File: src/logic/etp_consts.svh
// Purpose: constants for the eight-bit pwm timer pair
// Assumes: byte addresses on an axi4-lite bus, 32-bit data
// Notes: byte address = {timer, kind, 2'b00}
`ifndef ETP_CONSTS_SVH
`define ETP_CONSTS_SVH

// ======================================================
// register map
`define ETP_ADDR_TIMER_BIT 4
`define ETP_KIND_CTRL 2'h0
`define ETP_KIND_BOUND 2'h1
`define ETP_KIND_SCAL 2'h2
`define ETP_KIND_CNT 2'h3

// ======================================================
// reset values
`define ETP_CTRL_RST 8'h00
`define ETP_BOUND_RST 8'h00
`define ETP_SCAL_RST 8'h00
`define ETP_CNT_RST 8'h00

// ======================================================
// field codes
`define ETP_SRC_STOP 4'h0
`define ETP_SRC_SYS 4'h1
`define ETP_ROUTE_NONE 2'h0
`define ETP_PRE_LIM0 6'h00
`define ETP_PRE_LIM1 6'h03
`define ETP_PRE_LIM2 6'h0f
`define ETP_PRE_LIM3 6'h3f
`define ETP_PER_MAX8 8'hff
`define ETP_PER_MAX7 8'h7f
`define ETP_PER_MAX6 8'h3f

// ======================================================
// bus answers
`define ETP_RESP_OKAY 2'h0
`define ETP_RESP_SLVERR 2'h2

`endif

File: src/logic/etp_pkg.sv
// Purpose: types shared by the pwm timer files
// Assumes: nothing
// Notes: field layouts of the software registers
package etp_pkg;
   // ======================================================
   // control register: [7:4] source, [3:2] pin route, [1] pwm, [0] invert
   typedef struct packed {
      logic [3:0] clk_sel;
      logic [1:0] route;
      logic pwm_mode;
      logic invert;
   } etp_ctrl_t;

   // scaler register: [7] reduced resolution, [6:5] prescale, [4:0] divider
   typedef struct packed {
      logic reduced;
      logic [1:0] prescale;
      logic [4:0] div;
   } etp_scal_t;
endpackage : etp_pkg

File: src/logic/etp_top.sv
// Purpose: pair of eight-bit pwm timers behind an axi4-lite slave
// Assumes: src_in and cmp_in are asynchronous to clk_sys
// Notes: source edges must be slower than half of clk_sys
//
// Chosen here: the AXI4-Lite slave port and the address map.
`timescale 1ns/1ps
`include "etp_consts.svh"
module etp_top #(
   parameter int ADDR_W = 8,
   parameter int NUM_SRC = 16,
   parameter bit SEVEN_BIT_OPT = 1'b0,
   parameter bit CMP_GATE_OPT = 1'b0
) (
   // clock and reset
   input wire logic clk_sys,
   input wire logic rst_n,
   // axi4-lite write address and data
   input wire logic [ADDR_W-1:0] s_axi_awaddr,
   input wire logic s_axi_awvalid,
   output logic s_axi_awready,
   input wire logic [31:0] s_axi_wdata,
   input wire logic [3:0] s_axi_wstrb,
   input wire logic s_axi_wvalid,
   output logic s_axi_wready,
   // axi4-lite write response
   output logic [1:0] s_axi_bresp,
   output logic s_axi_bvalid,
   input wire logic s_axi_bready,
   // axi4-lite read
   input wire logic [ADDR_W-1:0] s_axi_araddr,
   input wire logic s_axi_arvalid,
   output logic s_axi_arready,
   output logic [31:0] s_axi_rdata,
   output logic [1:0] s_axi_rresp,
   output logic s_axi_rvalid,
   input wire logic s_axi_rready,
   // clock sources and comparator
   input wire logic [NUM_SRC-1:0] src_in,
   input wire logic cmp_in,
   // pins: three routes per timer
   output logic [5:0] pin_o,
   output logic [5:0] pin_oe_n
);
   import etp_pkg::*;

   etp_ctrl_t ctrl_reg [2];
   logic [7:0] bound_reg [2];
   etp_scal_t scal_reg [2];
   logic [7:0] cnt_val [2];
   logic [1:0] pwm_out;
   logic [1:0] cnt_wr;
   logic [1:0] src_tick;

   // ======================================================
   // input synchronisers
   logic [NUM_SRC-1:0] src_s1_reg;
   logic [NUM_SRC-1:0] src_s2_reg;
   logic [NUM_SRC-1:0] src_s3_reg;
   logic [NUM_SRC-1:0] tick_vec;
   logic cmp_s1_reg;
   logic cmp_s2_reg;

   always_ff @(posedge clk_sys) begin
      if (!rst_n) begin
         src_s1_reg <= '0;
         src_s2_reg <= '0;
         src_s3_reg <= '0;
      end else begin
         src_s1_reg <= src_in;
         src_s2_reg <= src_s1_reg;
         src_s3_reg <= src_s2_reg;
      end
   end

   always_ff @(posedge clk_sys) begin
      if (!rst_n) begin
         cmp_s1_reg <= 1'b0;
         cmp_s2_reg <= 1'b0;
      end else begin
         cmp_s1_reg <= cmp_in;
         cmp_s2_reg <= cmp_s1_reg;
      end
   end

   // code 0 stops the timer, code 1 is the system clock itself
   genvar gi;
   generate
      for (gi = 0; gi < NUM_SRC; gi++) begin : g_src
         if (gi == 0) begin : g_stop
            assign tick_vec[gi] = 1'b0;
         end else if (gi == 1) begin : g_sys
            assign tick_vec[gi] = 1'b1;
         end else begin : g_pin
            assign tick_vec[gi] = src_s2_reg[gi] && !src_s3_reg[gi];
         end
      end
   endgenerate

   // ======================================================
   // write channel
   logic aw_full_reg;
   logic w_full_reg;
   logic [ADDR_W-1:0] aw_addr_reg;
   logic [7:0] w_data_reg;
   logic w_lane0_reg;
   logic do_wr;
   logic wr_hit;
   logic wr_timer;
   logic [1:0] wr_kind;

   assign wr_timer = aw_addr_reg[`ETP_ADDR_TIMER_BIT];
   assign wr_kind = aw_addr_reg[3:2];
   assign wr_hit = (aw_addr_reg[ADDR_W-1:5] == '0) && (aw_addr_reg[1:0] == 2'h0);
   assign do_wr = aw_full_reg && w_full_reg && !s_axi_bvalid;

   always_ff @(posedge clk_sys) begin
      if (!rst_n) begin
         aw_full_reg <= 1'b0;
         s_axi_awready <= 1'b1;
         aw_addr_reg <= '0;
      end else if (s_axi_awvalid && s_axi_awready) begin
         aw_full_reg <= 1'b1;
         s_axi_awready <= 1'b0;
         aw_addr_reg <= s_axi_awaddr;
      end else if (do_wr) begin
         aw_full_reg <= 1'b0;
      end else if (s_axi_bvalid && s_axi_bready) begin
         s_axi_awready <= 1'b1;
      end
   end

   always_ff @(posedge clk_sys) begin
      if (!rst_n) begin
         w_full_reg <= 1'b0;
         s_axi_wready <= 1'b1;
         w_data_reg <= 8'h00;
         w_lane0_reg <= 1'b0;
      end else if (s_axi_wvalid && s_axi_wready) begin
         w_full_reg <= 1'b1;
         s_axi_wready <= 1'b0;
         w_data_reg <= s_axi_wdata[7:0];
         w_lane0_reg <= s_axi_wstrb[0];
      end else if (do_wr) begin
         w_full_reg <= 1'b0;
      end else if (s_axi_bvalid && s_axi_bready) begin
         s_axi_wready <= 1'b1;
      end
   end

   always_ff @(posedge clk_sys) begin
      if (!rst_n) begin
         s_axi_bvalid <= 1'b0;
         s_axi_bresp <= `ETP_RESP_OKAY;
      end else if (do_wr) begin
         s_axi_bvalid <= 1'b1;
         s_axi_bresp <= wr_hit ? `ETP_RESP_OKAY : `ETP_RESP_SLVERR;
      end else if (s_axi_bready) begin
         s_axi_bvalid <= 1'b0;
      end
   end

   // ======================================================
   // registers, one set per timer
   generate
      for (gi = 0; gi < 2; gi++) begin : g_tmr
         logic sel;
         assign sel = do_wr && wr_hit && w_lane0_reg && (wr_timer == gi[0]);
         assign cnt_wr[gi] = sel && (wr_kind == `ETP_KIND_CNT);

         always_ff @(posedge clk_sys) begin
            if (!rst_n) begin
               ctrl_reg[gi] <= etp_ctrl_t'(`ETP_CTRL_RST);
            end else if (sel && wr_kind == `ETP_KIND_CTRL) begin
               ctrl_reg[gi] <= etp_ctrl_t'(w_data_reg);
            end
         end

         // no guard against mid-period bound writes; software waits for zero
         always_ff @(posedge clk_sys) begin
            if (!rst_n) begin
               bound_reg[gi] <= `ETP_BOUND_RST;
            end else if (sel && wr_kind == `ETP_KIND_BOUND) begin
               bound_reg[gi] <= w_data_reg;
            end
         end

         always_ff @(posedge clk_sys) begin
            if (!rst_n) begin
               scal_reg[gi] <= etp_scal_t'(`ETP_SCAL_RST);
            end else if (sel && wr_kind == `ETP_KIND_SCAL) begin
               scal_reg[gi] <= etp_scal_t'(w_data_reg);
            end
         end

         assign src_tick[gi] = tick_vec[ctrl_reg[gi].clk_sel];

         etp_timer #(
            .SEVEN_BIT_OPT(SEVEN_BIT_OPT),
            .CMP_GATE_OPT(CMP_GATE_OPT)
         ) u_timer (
            .clk_sys(clk_sys),
            .rst_n(rst_n),
            .ctrl(ctrl_reg[gi]),
            .bound(bound_reg[gi]),
            .scal(scal_reg[gi]),
            .src_tick(src_tick[gi]),
            .cmp_hi(cmp_s2_reg),
            .cnt_wr(cnt_wr[gi]),
            .cnt_wdata(w_data_reg),
            .cnt_reg(cnt_val[gi]),
            .out_reg(pwm_out[gi])
         );

         // pin forced to drive whenever routed, direction ignored
         for (genvar gj = 0; gj < 3; gj++) begin : g_pin
            always_ff @(posedge clk_sys) begin
               if (!rst_n) begin
                  pin_o[gi*3+gj] <= 1'b0;
                  pin_oe_n[gi*3+gj] <= 1'b1;
               end else begin
                  pin_o[gi*3+gj] <= (ctrl_reg[gi].route == 2'(gj + 1)) && pwm_out[gi];
                  pin_oe_n[gi*3+gj] <= (ctrl_reg[gi].route != 2'(gj + 1));
               end
            end
         end
      end
   endgenerate

   // ======================================================
   // read channel
   logic rd_hit;
   logic rd_timer;
   logic [7:0] rd_byte;

   assign rd_timer = s_axi_araddr[`ETP_ADDR_TIMER_BIT];
   assign rd_hit = (s_axi_araddr[ADDR_W-1:5] == '0) && (s_axi_araddr[1:0] == 2'h0);

   always_comb begin
      case (s_axi_araddr[3:2])
         `ETP_KIND_CTRL: rd_byte = ctrl_reg[rd_timer];
         `ETP_KIND_BOUND: rd_byte = bound_reg[rd_timer];
         `ETP_KIND_SCAL: rd_byte = scal_reg[rd_timer];
         default: rd_byte = cnt_val[rd_timer];
      endcase
   end

   always_ff @(posedge clk_sys) begin
      if (!rst_n) begin
         s_axi_arready <= 1'b1;
         s_axi_rvalid <= 1'b0;
         s_axi_rdata <= 32'h0000_0000;
         s_axi_rresp <= `ETP_RESP_OKAY;
      end else if (s_axi_arvalid && s_axi_arready) begin
         s_axi_arready <= 1'b0;
         s_axi_rvalid <= 1'b1;
         s_axi_rdata <= rd_hit ? {24'h00_0000, rd_byte} : 32'h0000_0000;
         s_axi_rresp <= rd_hit ? `ETP_RESP_OKAY : `ETP_RESP_SLVERR;
      end else if (s_axi_rvalid && s_axi_rready) begin
         s_axi_rvalid <= 1'b0;
         s_axi_arready <= 1'b1;
      end
   end
endmodule : etp_top

File: src/logic/etp_timer.sv
// Purpose: one eight-bit up-counting timer with pwm and period output
// Assumes: src_tick is a one-cycle pulse per source edge on clk_sys
// Notes: out_reg already carries the inversion and the comparator gate
`timescale 1ns/1ps
`include "etp_consts.svh"
module etp_timer #(
   parameter bit SEVEN_BIT_OPT = 1'b0,
   parameter bit CMP_GATE_OPT = 1'b0
) (
   // clock and reset
   input wire logic clk_sys,
   input wire logic rst_n,
   // settings
   input etp_pkg::etp_ctrl_t ctrl,
   input wire logic [7:0] bound,
   input etp_pkg::etp_scal_t scal,
   // events
   input wire logic src_tick,
   input wire logic cmp_hi,
   input wire logic cnt_wr,
   input wire logic [7:0] cnt_wdata,
   // results
   output logic [7:0] cnt_reg,
   output logic out_reg
);
   import etp_pkg::*;

   logic [5:0] pre_reg;
   logic [4:0] div_reg;
   logic tog_reg;
   logic [5:0] pre_lim;
   logic [7:0] per_max;
   logic pre_done;
   logic scaled_tick;
   logic pwm_level;
   logic gate_now;
   logic raw;

   // ======================================================
   // prescaler and scaler
   always_comb begin
      case (scal.prescale)
         2'h0: pre_lim = `ETP_PRE_LIM0;
         2'h1: pre_lim = `ETP_PRE_LIM1;
         2'h2: pre_lim = `ETP_PRE_LIM2;
         default: pre_lim = `ETP_PRE_LIM3;
      endcase
   end
   // >= so that shrinking a limit mid-count never runs the counter round
   assign pre_done = src_tick && (pre_reg >= pre_lim);
   assign scaled_tick = pre_done && (div_reg >= scal.div);

   always_ff @(posedge clk_sys) begin
      if (!rst_n) begin
         pre_reg <= 6'h00;
      end else if (src_tick) begin
         pre_reg <= pre_done ? 6'h00 : pre_reg + 6'h01;
      end
   end

   always_ff @(posedge clk_sys) begin
      if (!rst_n) begin
         div_reg <= 5'h00;
      end else if (pre_done) begin
         div_reg <= scaled_tick ? 5'h00 : div_reg + 5'h01;
      end
   end

   // ======================================================
   // counter
   always_comb begin
      if (!scal.reduced) begin
         per_max = `ETP_PER_MAX8;
      end else if (SEVEN_BIT_OPT) begin
         per_max = `ETP_PER_MAX7;
      end else begin
         per_max = `ETP_PER_MAX6;
      end
   end

   always_ff @(posedge clk_sys) begin
      if (!rst_n) begin
         cnt_reg <= `ETP_CNT_RST;
      end else if (cnt_wr) begin
         cnt_reg <= cnt_wdata;
      end else if (scaled_tick) begin
         if (ctrl.pwm_mode) begin
            cnt_reg <= (cnt_reg >= per_max) ? 8'h00 : cnt_reg + 8'h01;
         end else begin
            cnt_reg <= (cnt_reg >= bound) ? 8'h00 : cnt_reg + 8'h01;
         end
      end
   end

   // period mode: half period per bound match
   always_ff @(posedge clk_sys) begin
      if (!rst_n) begin
         tog_reg <= 1'b0;
      end else if (scaled_tick && !ctrl.pwm_mode && (cnt_reg >= bound)) begin
         tog_reg <= !tog_reg;
      end
   end

   // ======================================================
   // output
   // bound at or above the period top keeps the level high throughout
   assign pwm_level = (cnt_reg <= bound);
   assign gate_now = CMP_GATE_OPT && cmp_hi;
   assign raw = ctrl.pwm_mode ? pwm_level : tog_reg;

   always_ff @(posedge clk_sys) begin
      if (!rst_n) begin
         out_reg <= 1'b0;
      end else begin
         out_reg <= (gate_now ? 1'b0 : raw) ^ ctrl.invert;
      end
   end
endmodule : etp_timer

File: config.mk
export PLATFORM = sky130hd
export DESIGN_NAME = etp_top
export DESIGN_NICKNAME = d
export VERILOG_FILES = /design/src/logic/etp_pkg.sv /design/src/logic/etp_top.sv /design/src/logic/etp_timer.sv
export VERILOG_INCLUDE_DIRS = /design/src /design/src/logic
export SDC_FILE = /design/constraint.sdc
export NUM_CORES = 1
export LEC_CHECK = 0
export BUFFER_PORTS_ARGS = -buffer_cell sky130_fd_sc_hd__buf_2
export CAP_MARGIN = 10
export CELL_PAD_IN_SITES_DETAIL_PLACEMENT = 0
export CELL_PAD_IN_SITES_GLOBAL_PLACEMENT = 1
export CORE_MARGIN = 1
export CORE_UTILIZATION = 40
export DETAILED_ROUTE_END_ITERATION = 6
export GPL_TIMING_DRIVEN = 0
export PLACE_DENSITY_LB_ADDON = 0.2
export SLEW_MARGIN = 0
export SYNTH_ARGS = -nofsm -noshare
export SYNTH_HDL_FRONTEND = slang
export SYNTH_SLANG_ARGS = --single-unit
File: constraint.sdc
create_clock -name clk_sys -period 2.3 [get_ports clk_sys]
set_input_delay 0.345 -clock clk_sys [delete_from_list [all_inputs] [get_ports clk_sys]]
set_output_delay 0.345 -clock clk_sys [all_outputs]
set_load 0.02 [all_outputs]
==> flow_metrics.tcl, run 1 <==
set metrics [dict create \
    clock_latency_ps 440 \
    synth.avg_cell_area_um2 9.70 \
    yosys.area.top_type "dfxtp_1" \
    startpoint "scal_reg[1][5]$_SDFFCE_PN0P_" \
    fmax_ghz 0.401 \
    worst_setup_path_end_kind "flip-flop" \
    clock-sinks 178 \
    crit_required_ps 2630 \
    ir_drop_mv 0.447 \
    tightest_slew_ps 953 \
    port_buffers 71 \
    drc_errors 0 \
    synth_top_cell_area_share 0.301 \
    synth_top_family_by_area "simple AND/OR/NAND/NOR gates" \
    grtUsageTotal 0.202 \
    hold_violations 0 \
    finalPower_mw 6.97 \
    via_count 6696 \
    nFillCells 2022 \
    clockBufferDepth 2 \
    wl_per_cell_um 16.5 \
    first_iter_violations 458 \
    final.setup.worst_slack_ps -195 \
    grt_pass1_vias 6160 \
    netlist_area_mm2 0.00864 \
    antenna_cells 0 \
    totalWireLength_um 21800 \
    maxSlewHeadroom 0.364 \
    synthMuxAreaShare 0.0492 \
    initial_core_util 0.410 \
    power_density_mw_per_mm2 658 \
    timing.final.max_slew_violations 0 \
    yosysMostFrequentCell "dfxtp_1" \
    num_rows 53 \
    rsz0062_at_grt "yes" \
    grt_overflow_total 0 \
    critPathMaxFanout 4 \
    worst-r2r-setup-slack_ps -200 \
    hold_start "src_in[15]" \
    ioPinCount 129 \
    grt_max_degree 20 \
    finalClockSkew_ps 14.0 \
    violations "negative setup slack" \
    r2r_start "scal_reg[1][5]$_SDFFCE_PN0P_" \
    status "finished, violations left" \
    setup_viol 11 \
    cts.htree.levels 4 \
    post-place-ws_ps -748 \
    startpoint_type "flip-flop" \
    synth_compound_area_frac 0.113 \
    viasPerCell 5.08 \
    area_delta_synth_final_pct 22.6 \
    synthAdderAreaFrac 0.0695 \
    die_x_um 149 \
    rr_worst_depth 10 \
    antenna_found_initial 0 \
    nNetsFinal 1154 \
    critPathKind "reg2reg" \
    synth_simple_gate_area_share 0.220 \
    dr.pass1.iters 5 \
    layout-drive-gt1-share 0.231 \
    cts_tree "built" \
    synthArstFlopShare 0 \
    synth_xor_area_frac 0.0213 \
    dpl.hpwl_um 15800 \
    clkSlewWorstSetupHoldPaths_ps 70 \
    hold_path_end "src_s1_reg[15]$_SDFF_PN0_" \
    worstPathArrival_ps 2820 \
    fp.dieH_um 149 \
    yosysWarnings 0 \
    min_path_type "in2reg" \
    final_core_util 0.502 \
    fin_crit_sh 1.08 \
    min_period_ps 2500 \
    synth.area.top_cells "dfxtp_1 (30%), edfxtp_1 (17%), ha_1 (6.9%)" \
    synthTopCellsByCount "dfxtp_1 (130), and2_1 (95), nand2_1 (76), nor2_1 (75), a21oi_1 (53)" \
    synth_cells 891 \
    ys.flop_type "dfxtp_1" \
    cts_root_buf "clkbuf_16" \
    place.gp.congestion 0.833 \
    ant_nets 0 \
    synth_cell_types 63 \
    p_leak_nw 4.30 \
    cts_made_buffers 17 \
    hold_depth 2 \
    reg2reg_to "g_tmr[1].u_timer.cnt_reg[6]$_SDFFE_PN0P_" \
    cap_violations 0 \
    synth-seq-cells 178 \
    grt_pass1_wl_um 34000 \
    core_area_mm2 0.0211 \
    ys_seq_area_frac 0.468 \
    synth-edff-count 48 \
    dieArea_mm2 0.0222 \
    hold_buffers 0 \
]
==> logic make-up after synthesis <==
family          Yosys count
compound gates          160
flops                   178
fa+ha+maj                48
simple gates            355
other cells               1
xor+xnor                 21
buf+inv                 103
mux                      25
==> critical path: stages (launching register included) <==
cell	delay, ps
edfxtp_1	440
or2_4	290
ha_4	260
nand2b_4	120
a2111oi_4	60
o31ai_2	240
nand4_1	140
buf_6	170
nor3_4	220
nand2_2	140
o311ai_1	290
==> how the worst max path moves through the flow <==
stage	endpoint	slack (ps)
finish	g_tmr[1].u_timer.cnt_reg[6]$_SDFFE_PN0P_	-200
global route	g_tmr[1].u_timer.cnt_reg[6]$_SDFFE_PN0P_	-290
CTS	g_tmr[1].u_timer.cnt_reg[6]$_SDFFE_PN0P_	-180
detailed placement	g_tmr[1].u_timer.cnt_reg[5]$_SDFFE_PN0P_	-750
floorplan	bound_reg[1][0]$_SDFFCE_PN0P_	8
global placement	ctrl_reg[0][2]$_SDFFCE_PN0P_	-780
==> placed cells by master (no fill, tap or decap), types with 26 or more instances in the layout <==
cell,netlist,final
a21oi_1,53,50
nor2_1,75,69
nand2_1,76,75
inv_1,47,46
buf_2,2,74
ha_1,48,45
o21ai_0,45,32
dfxtp_1,130,125
and2_1,95,95
conb_1,1,26
buf_4,27,51
edfxtp_1,48,48
==> layout make-up <==
type | count | area [um2] | share of cell area
tap | 275 | 344 | 0.0325
buffer | 51 | 314 | 0.0296
timing repair buffer | 100 | 598 | 0.0565
clock buffer | 17 | 425 | 0.0402
inverter | 47 | 176 | 0.0167
multi-input combinational | 635 | 4530 | 0.427
clock inverter | 15 | 156 | 0.0148
sequential | 178 | 4050 | 0.382
==> timing repair <==
action / CTS / global route
pin swaps: 40 / 19
buffers inserted: 16 / 8
resized for setup: 59 / 29
endpoints found under the setup margin: 113 / 125
cloned: 1 / 0
==> metrics by stage <==
stage	std cells	area, um2	TNS (ps)	hold slack (ps)
2_1_floorplan	916	8750	0	412
3_3_place_gp	1262	9450	-51340	416
3_5_place_dp	1267	9490	-30850	418
4_1_cts	1313	10400	-3000	102
5_1_grt	1318	10600	-3530	105
6_report	1318	10600	-866	110
==> routing by layer <==
metal | global-route usage | share of wire | up-vias
li1 | - | - | 3351
met1 | 0.288 | 0.48 | 3138
met3 | 0.0291 | 0.048 | 20
met4 | 0.0566 | 0.014 | 0
met5 | 0 | 0 | -
met2 | 0.316 | 0.46 | 187
==> power breakdown <==
group	internal, mW	total (mW)	switching [mW]
clock	1.47	2.90	1.43
combinational	0.279	0.652	0.373
sequential	3.31	3.42	0.102
Power figures use the tool's default switching activity.
==> run 2, diff against run 1 <==
--- a/config.mk
+++ b/config.mk
@@ -6,7 +6,7 @@
 export SDC_FILE = /design/constraint.sdc
 export NUM_CORES = 1
 export LEC_CHECK = 0
-export BUFFER_PORTS_ARGS = -buffer_cell sky130_fd_sc_hd__buf_2
+export BUFFER_PORTS_ARGS = -buffer_cell sky130_fd_sc_hd__buf_4
 export CAP_MARGIN = 10
 export CELL_PAD_IN_SITES_DETAIL_PLACEMENT = 0
 export CELL_PAD_IN_SITES_GLOBAL_PLACEMENT = 1
==> flow_metrics.tcl, run 2 (synthesis gave the netlist of run 1 again) <==
set metrics [dict create \
    swShare 0.262 \
    status "finished, violations left" \
    timing.final.max_slew_violations 0 \
    final_cell_mix "buf_4 (125), dfxtp_1 (124), and2_1 (95)" \
    antenna_found_initial 0 \
    holdWs_ps 112 \
    antenna_cells 0 \
    critPathMaxFanout 5 \
    regArea_mm2 0.00405 \
    cts.htree.levels 4 \
    pwr-share-comb 0.096 \
    totalWireLength_um 21900 \
    via_count 6761 \
    power_density_mw_per_mm2 652 \
    ioPinCount 129 \
    layout_commonest_cell "buf_4" \
    cts_tree "built" \
    cts_made_buffers 17 \
    hold_violations 0 \
    first_iter_violations 425 \
    tightest_slew_ps 866 \
    place.gp.congestion 0.841 \
    fmax_ghz 0.408 \
    worst_setup_path_end_kind "flip-flop" \
    critical_path.top_delay_family "compound AO/OA/AOI/OAI gates" \
    hold_buffers 0 \
    cap_violations 0 \
    clock_latency_ps 430 \
    fp.dieH_um 149 \
    finalClockSkew_ps 10.6 \
    crit_path_top_delay_cell "o41a_1" \
    area_delta_synth_final_pct 25.3 \
    setup_viol 24 \
    wl_per_cell_um 16.5 \
    critPathBufInv 2 \
    initial_core_util 0.410 \
    dr.pass1.iters 5 \
    maxSlewHeadroom 0.423 \
    num_rows 53 \
    worstPathArrival_ps 2780 \
    ir_drop_mv 0.446 \
    die_x_um 149 \
    violations "negative setup slack" \
    port_buffers 71 \
    grtUsageTotal 0.203 \
    min_path_type "in2reg" \
    layout-drive-gt1-share 0.237 \
    clockBufferDepth 2 \
    drc_errors 0 \
    ant_nets 0 \
    slowest_delay_ps 410 \
    startpoint_type "flip-flop" \
    min_period_ps 2450 \
    core_area_mm2 0.0211 \
    final.setup.worst_slack_ps -151 \
    grt_pass1_wl_um 33900 \
    power.switching_mw 1.85 \
    dpl.hpwl_um 15700 \
    final_core_util 0.514 \
    grt_overflow_total 0 \
    cts_root_buf "clkbuf_16" \
    multi_input_area_mm2 0.00454 \
    nFillCells 1976 \
    crit_required_ps 2630 \
    viasPerCell 5.11 \
    seq_power_share 0.484 \
    nNetsFinal 1158 \
    dieArea_mm2 0.0222 \
    clock-sinks 178 \
    p_int_mw 5.21 \
    path_cells "inv_1 -> ha_1 -> and4_1 -> o31a_1 -> o41a_1 -> nor3_4 -> buf_6 -> nand2_4 -> o311ai_2" \
    critPathKind "reg2reg" \
    dpl-instance-area_mm2 0.00967 \
    p_leak_nw 4.39 \
    clkSlewWorstSetupHoldPaths_ps 80 \
    fin_area_mm2 0.0108 \
    fin_crit_sh 1.07 \
    grt_max_degree 19 \
    power_frac_clock 0.420 \
    rsz0062_at_grt "yes" \
    grt_pass1_vias 6184 \
]
[run 2: final timing paths]
path,startpoint,end,slack [ps],cells past startpoint
min reg2reg,src_s1_reg[15]$_SDFF_PN0_,src_s2_reg[15]$_SDFF_PN0_,430,1
max reg2reg,g_tmr[1].u_timer.cnt_reg[0]$_SDFFE_PN0P_,g_tmr[1].u_timer.cnt_reg[5]$_SDFFE_PN0P_,-150,9
min,src_in[3],src_s1_reg[3]$_SDFF_PN0_,110,2
max,g_tmr[1].u_timer.cnt_reg[0]$_SDFFE_PN0P_,g_tmr[1].u_timer.cnt_reg[5]$_SDFFE_PN0P_,-150,9
[run 2: per-layer routing]
metal	global-route usage	up-vias	routed length (um)
li1	-	3363	-
met5	0	-	0
met1	0.284	3180	10300
met4	0.0755	0	436
met2	0.315	189	9930
met3	0.0336	29	1230
[run 2: metrics by stage]
stage | power [mW] | cells | worst slack (ps) | setup TNS (ps)
detailed placement | 4.09 | 1267 | -633 | -30340
global placement | 4.08 | 1262 | -778 | -50010
global route | 7.30 | 1322 | -313 | -5110
floorplan | 3.85 | 916 | 8.19 | 0
CTS | 7.09 | 1314 | -211 | -2590
finish | 7.06 | 1322 | -151 | -1650
[run 2: repair_timing]
| action | in CTS | in global routing |
|---|---|---|
| cloned | 1 | 0 |
| endpoints found under the setup margin | 119 | 97 |
| pin swaps | 35 | 15 |
| resized for setup | 59 | 27 |
| buffers inserted | 17 | 9 |
[run 2: worst reg2reg max path, cell delays in order (launching register included)]
cell and delay [ps]:
dfxtp_2 380, inv_1 90, ha_1 290, and4_1 190
o31a_1 270, o41a_1 410, nor3_4 280, buf_6 150
nand2_4 70, o311ai_2 230
[run 2: area by class of cell]
cell class | instances | area share
buffer | 52 | 0.0291
clock buffer | 18 | 0.0405
clock inverter | 14 | 0.0151
inverter | 47 | 0.0163
multi-input combinational | 635 | 0.419
sequential | 178 | 0.374
tap | 275 | 0.0318
timing repair buffer | 103 | 0.0739
[run 2: power by group through the flow]
stage                     logic [mW]  registers, mW  clock network (mW)
after CTS                      0.654           3.42                3.01
final                          0.677           3.42                2.96
after floorplan                0.398           3.45                   0
after global routing           0.743           3.43                3.13
after global placement         0.597           3.48                   0
after detailed placement       0.608           3.48                   0
==> run 3, diff against run 2 <==
--- a/config.mk
+++ b/config.mk
@@ -15,6 +15,7 @@
 export DETAILED_ROUTE_END_ITERATION = 6
 export GPL_TIMING_DRIVEN = 0
 export PLACE_DENSITY_LB_ADDON = 0.2
+export REMOVE_ABC_BUFFERS = 1
 export SLEW_MARGIN = 0
 export SYNTH_ARGS = -nofsm -noshare
 export SYNTH_HDL_FRONTEND = slang
==> flow_metrics.tcl, run 3 (synthesis gave the netlist of run 1 again) <==
set metrics [dict create \
    status "finished, violations left" \
    violations "negative setup slack" \
    critPathMaxFanout 6 \
    fp.dieH_um 149 \
    dr.pass1.iters 5 \
    ir_drop_mv 0.424 \
    worstPathArrival_ps 2710 \
    first_iter_violations 375 \
    clockBufferDepth 2 \
    tightest_slew_ps 933 \
    fmax_ghz 0.417 \
    core_area_mm2 0.0211 \
    grt_pass1_wl_um 33200 \
    crit_path_top_delay_cell "edfxtp_1" \
    clkSlewWorstSetupHoldPaths_ps 70 \
    die_x_um 149 \
    clock_latency_ps 430 \
    place.gp.congestion 0.799 \
    dpl.hpwl_um 14600 \
    antenna_found_initial 0 \
    p_leak_nw 4.24 \
    ioPinCount 129 \
    slowest_delay_ps 400 \
    initial_core_util 0.410 \
    viasPerCell 5.14 \
    fin_cells 1274 \
    clock-sinks 178 \
    maxSlewHeadroom 0.378 \
    startpoint_type "flip-flop" \
    drc_errors 0 \
    grt_overflow_total 0 \
    timing.final.max_slew_violations 0 \
    finalClockSkew_ps 12.4 \
    grtUsageTotal 0.196 \
    cts_tree "built" \
    cts.htree.levels 4 \
    tns_ps -1070 \
    via_count 6543 \
    dieArea_mm2 0.0222 \
    cap_violations 0 \
    hold_depth 2 \
    setup_viol 18 \
    path_cells "or2_4 -> ha_4 -> nand2b_4 -> a2111oi_4 -> o31ai_2 -> nand4_1 -> buf_6 -> buf_12 -> o21ai_4 -> o22a_1 -> o311ai_2" \
    cts_made_buffers 17 \
    antenna_cells 0 \
    port_buffers 72 \
    rr_worst_depth 11 \
    num_rows 53 \
    power_density_mw_per_mm2 676 \
    critPathKind "reg2reg" \
    rsz0062_at_grt "yes" \
    dp.cells 1212 \
    final_cell_mix "dfxtp_1 (122), buf_4 (95), and2_1 (94)" \
    layout-drive-gt1-share 0.234 \
    ant_nets 0 \
    post-place-ws_ps -732 \
    nNetsFinal 1110 \
    grt_max_degree 79 \
    grt_pass1_vias 6254 \
    hold_buffers 0 \
    cts_root_buf "clkbuf_16" \
    crit_required_ps 2600 \
    wl_per_cell_um 16.5 \
    min_period_ps 2400 \
    hold_violations 0 \
    fin_crit_sh 1.04 \
    final_core_util 0.507 \
    worst_setup_path_end_kind "flip-flop" \
    layout_commonest_cell "dfxtp_1" \
    final.setup.worst_slack_ps -100 \
    min_path_type "in2reg" \
    area_delta_synth_final_pct 23.6 \
    totalWireLength_um 21100 \
]
-- run 3: per-layer routing --
metal	vias to the layer above	track usage	part of all wire
met4	0	0.0684	0.015
met3	24	0.0294	0.036
li1	3255	-	-
met2	163	0.315	0.47
met1	3101	0.268	0.48
met5	-	0	0
-- run 3: timing repair --
item | in CTS | in global routing
setup buffers | 20 | 10
gates resized for setup | 50 | 66
cloned | 0 | 0
pin swaps | 26 | 33
setup endpoints to repair | 133 | 104
-- run 3: area by class of cell --
cell class	count	area, um2
fillers	1960	10400
multi-input cells	635	4600
flip-flops and latches	178	4060
repair buffers	107	865
clock buffers	18	450
well taps	275	344
clock inverters	14	185
inverters	47	180
-- run 3: report_power, final --
part	internal (mW)	switching, mW
Combinational	0.292	0.356
Clock	1.82	1.34
Sequential	3.31	0.105
-- run 3: final timing paths --
check / start / endpoint / slack (ps)
worst max register to register: scal_reg[1][5]$_SDFFCE_PN0P_ / g_tmr[1].u_timer.cnt_reg[5]$_SDFFE_PN0P_ / -100
worst min register to register: src_s1_reg[11]$_SDFF_PN0_ / src_s2_reg[11]$_SDFF_PN0_ / 430
worst max-delay path: scal_reg[1][5]$_SDFFCE_PN0P_ / g_tmr[1].u_timer.cnt_reg[5]$_SDFFE_PN0P_ / -100
worst min-delay path: src_in[10] / src_s1_reg[10]$_SDFF_PN0_ / 120
-- run 3: through the flow --
step	power (mW)	cell area (um2)	hold WS, ps
floorplan	3.78	8410	412
global placement	4.02	9290	415
detailed placement	4.03	9350	417
CTS	7.22	10300	102
global route	7.48	10700	113
finish	7.22	10700	117
-- run 3: worst max-delay path: cells and delay by family (launching register included) --
family | cells | cell delay (ps)
compound gates | 5 | 780
flops | 1 | 400
buf+inv | 2 | 290
fa+ha+maj | 1 | 250
simple gates | 3 | 540
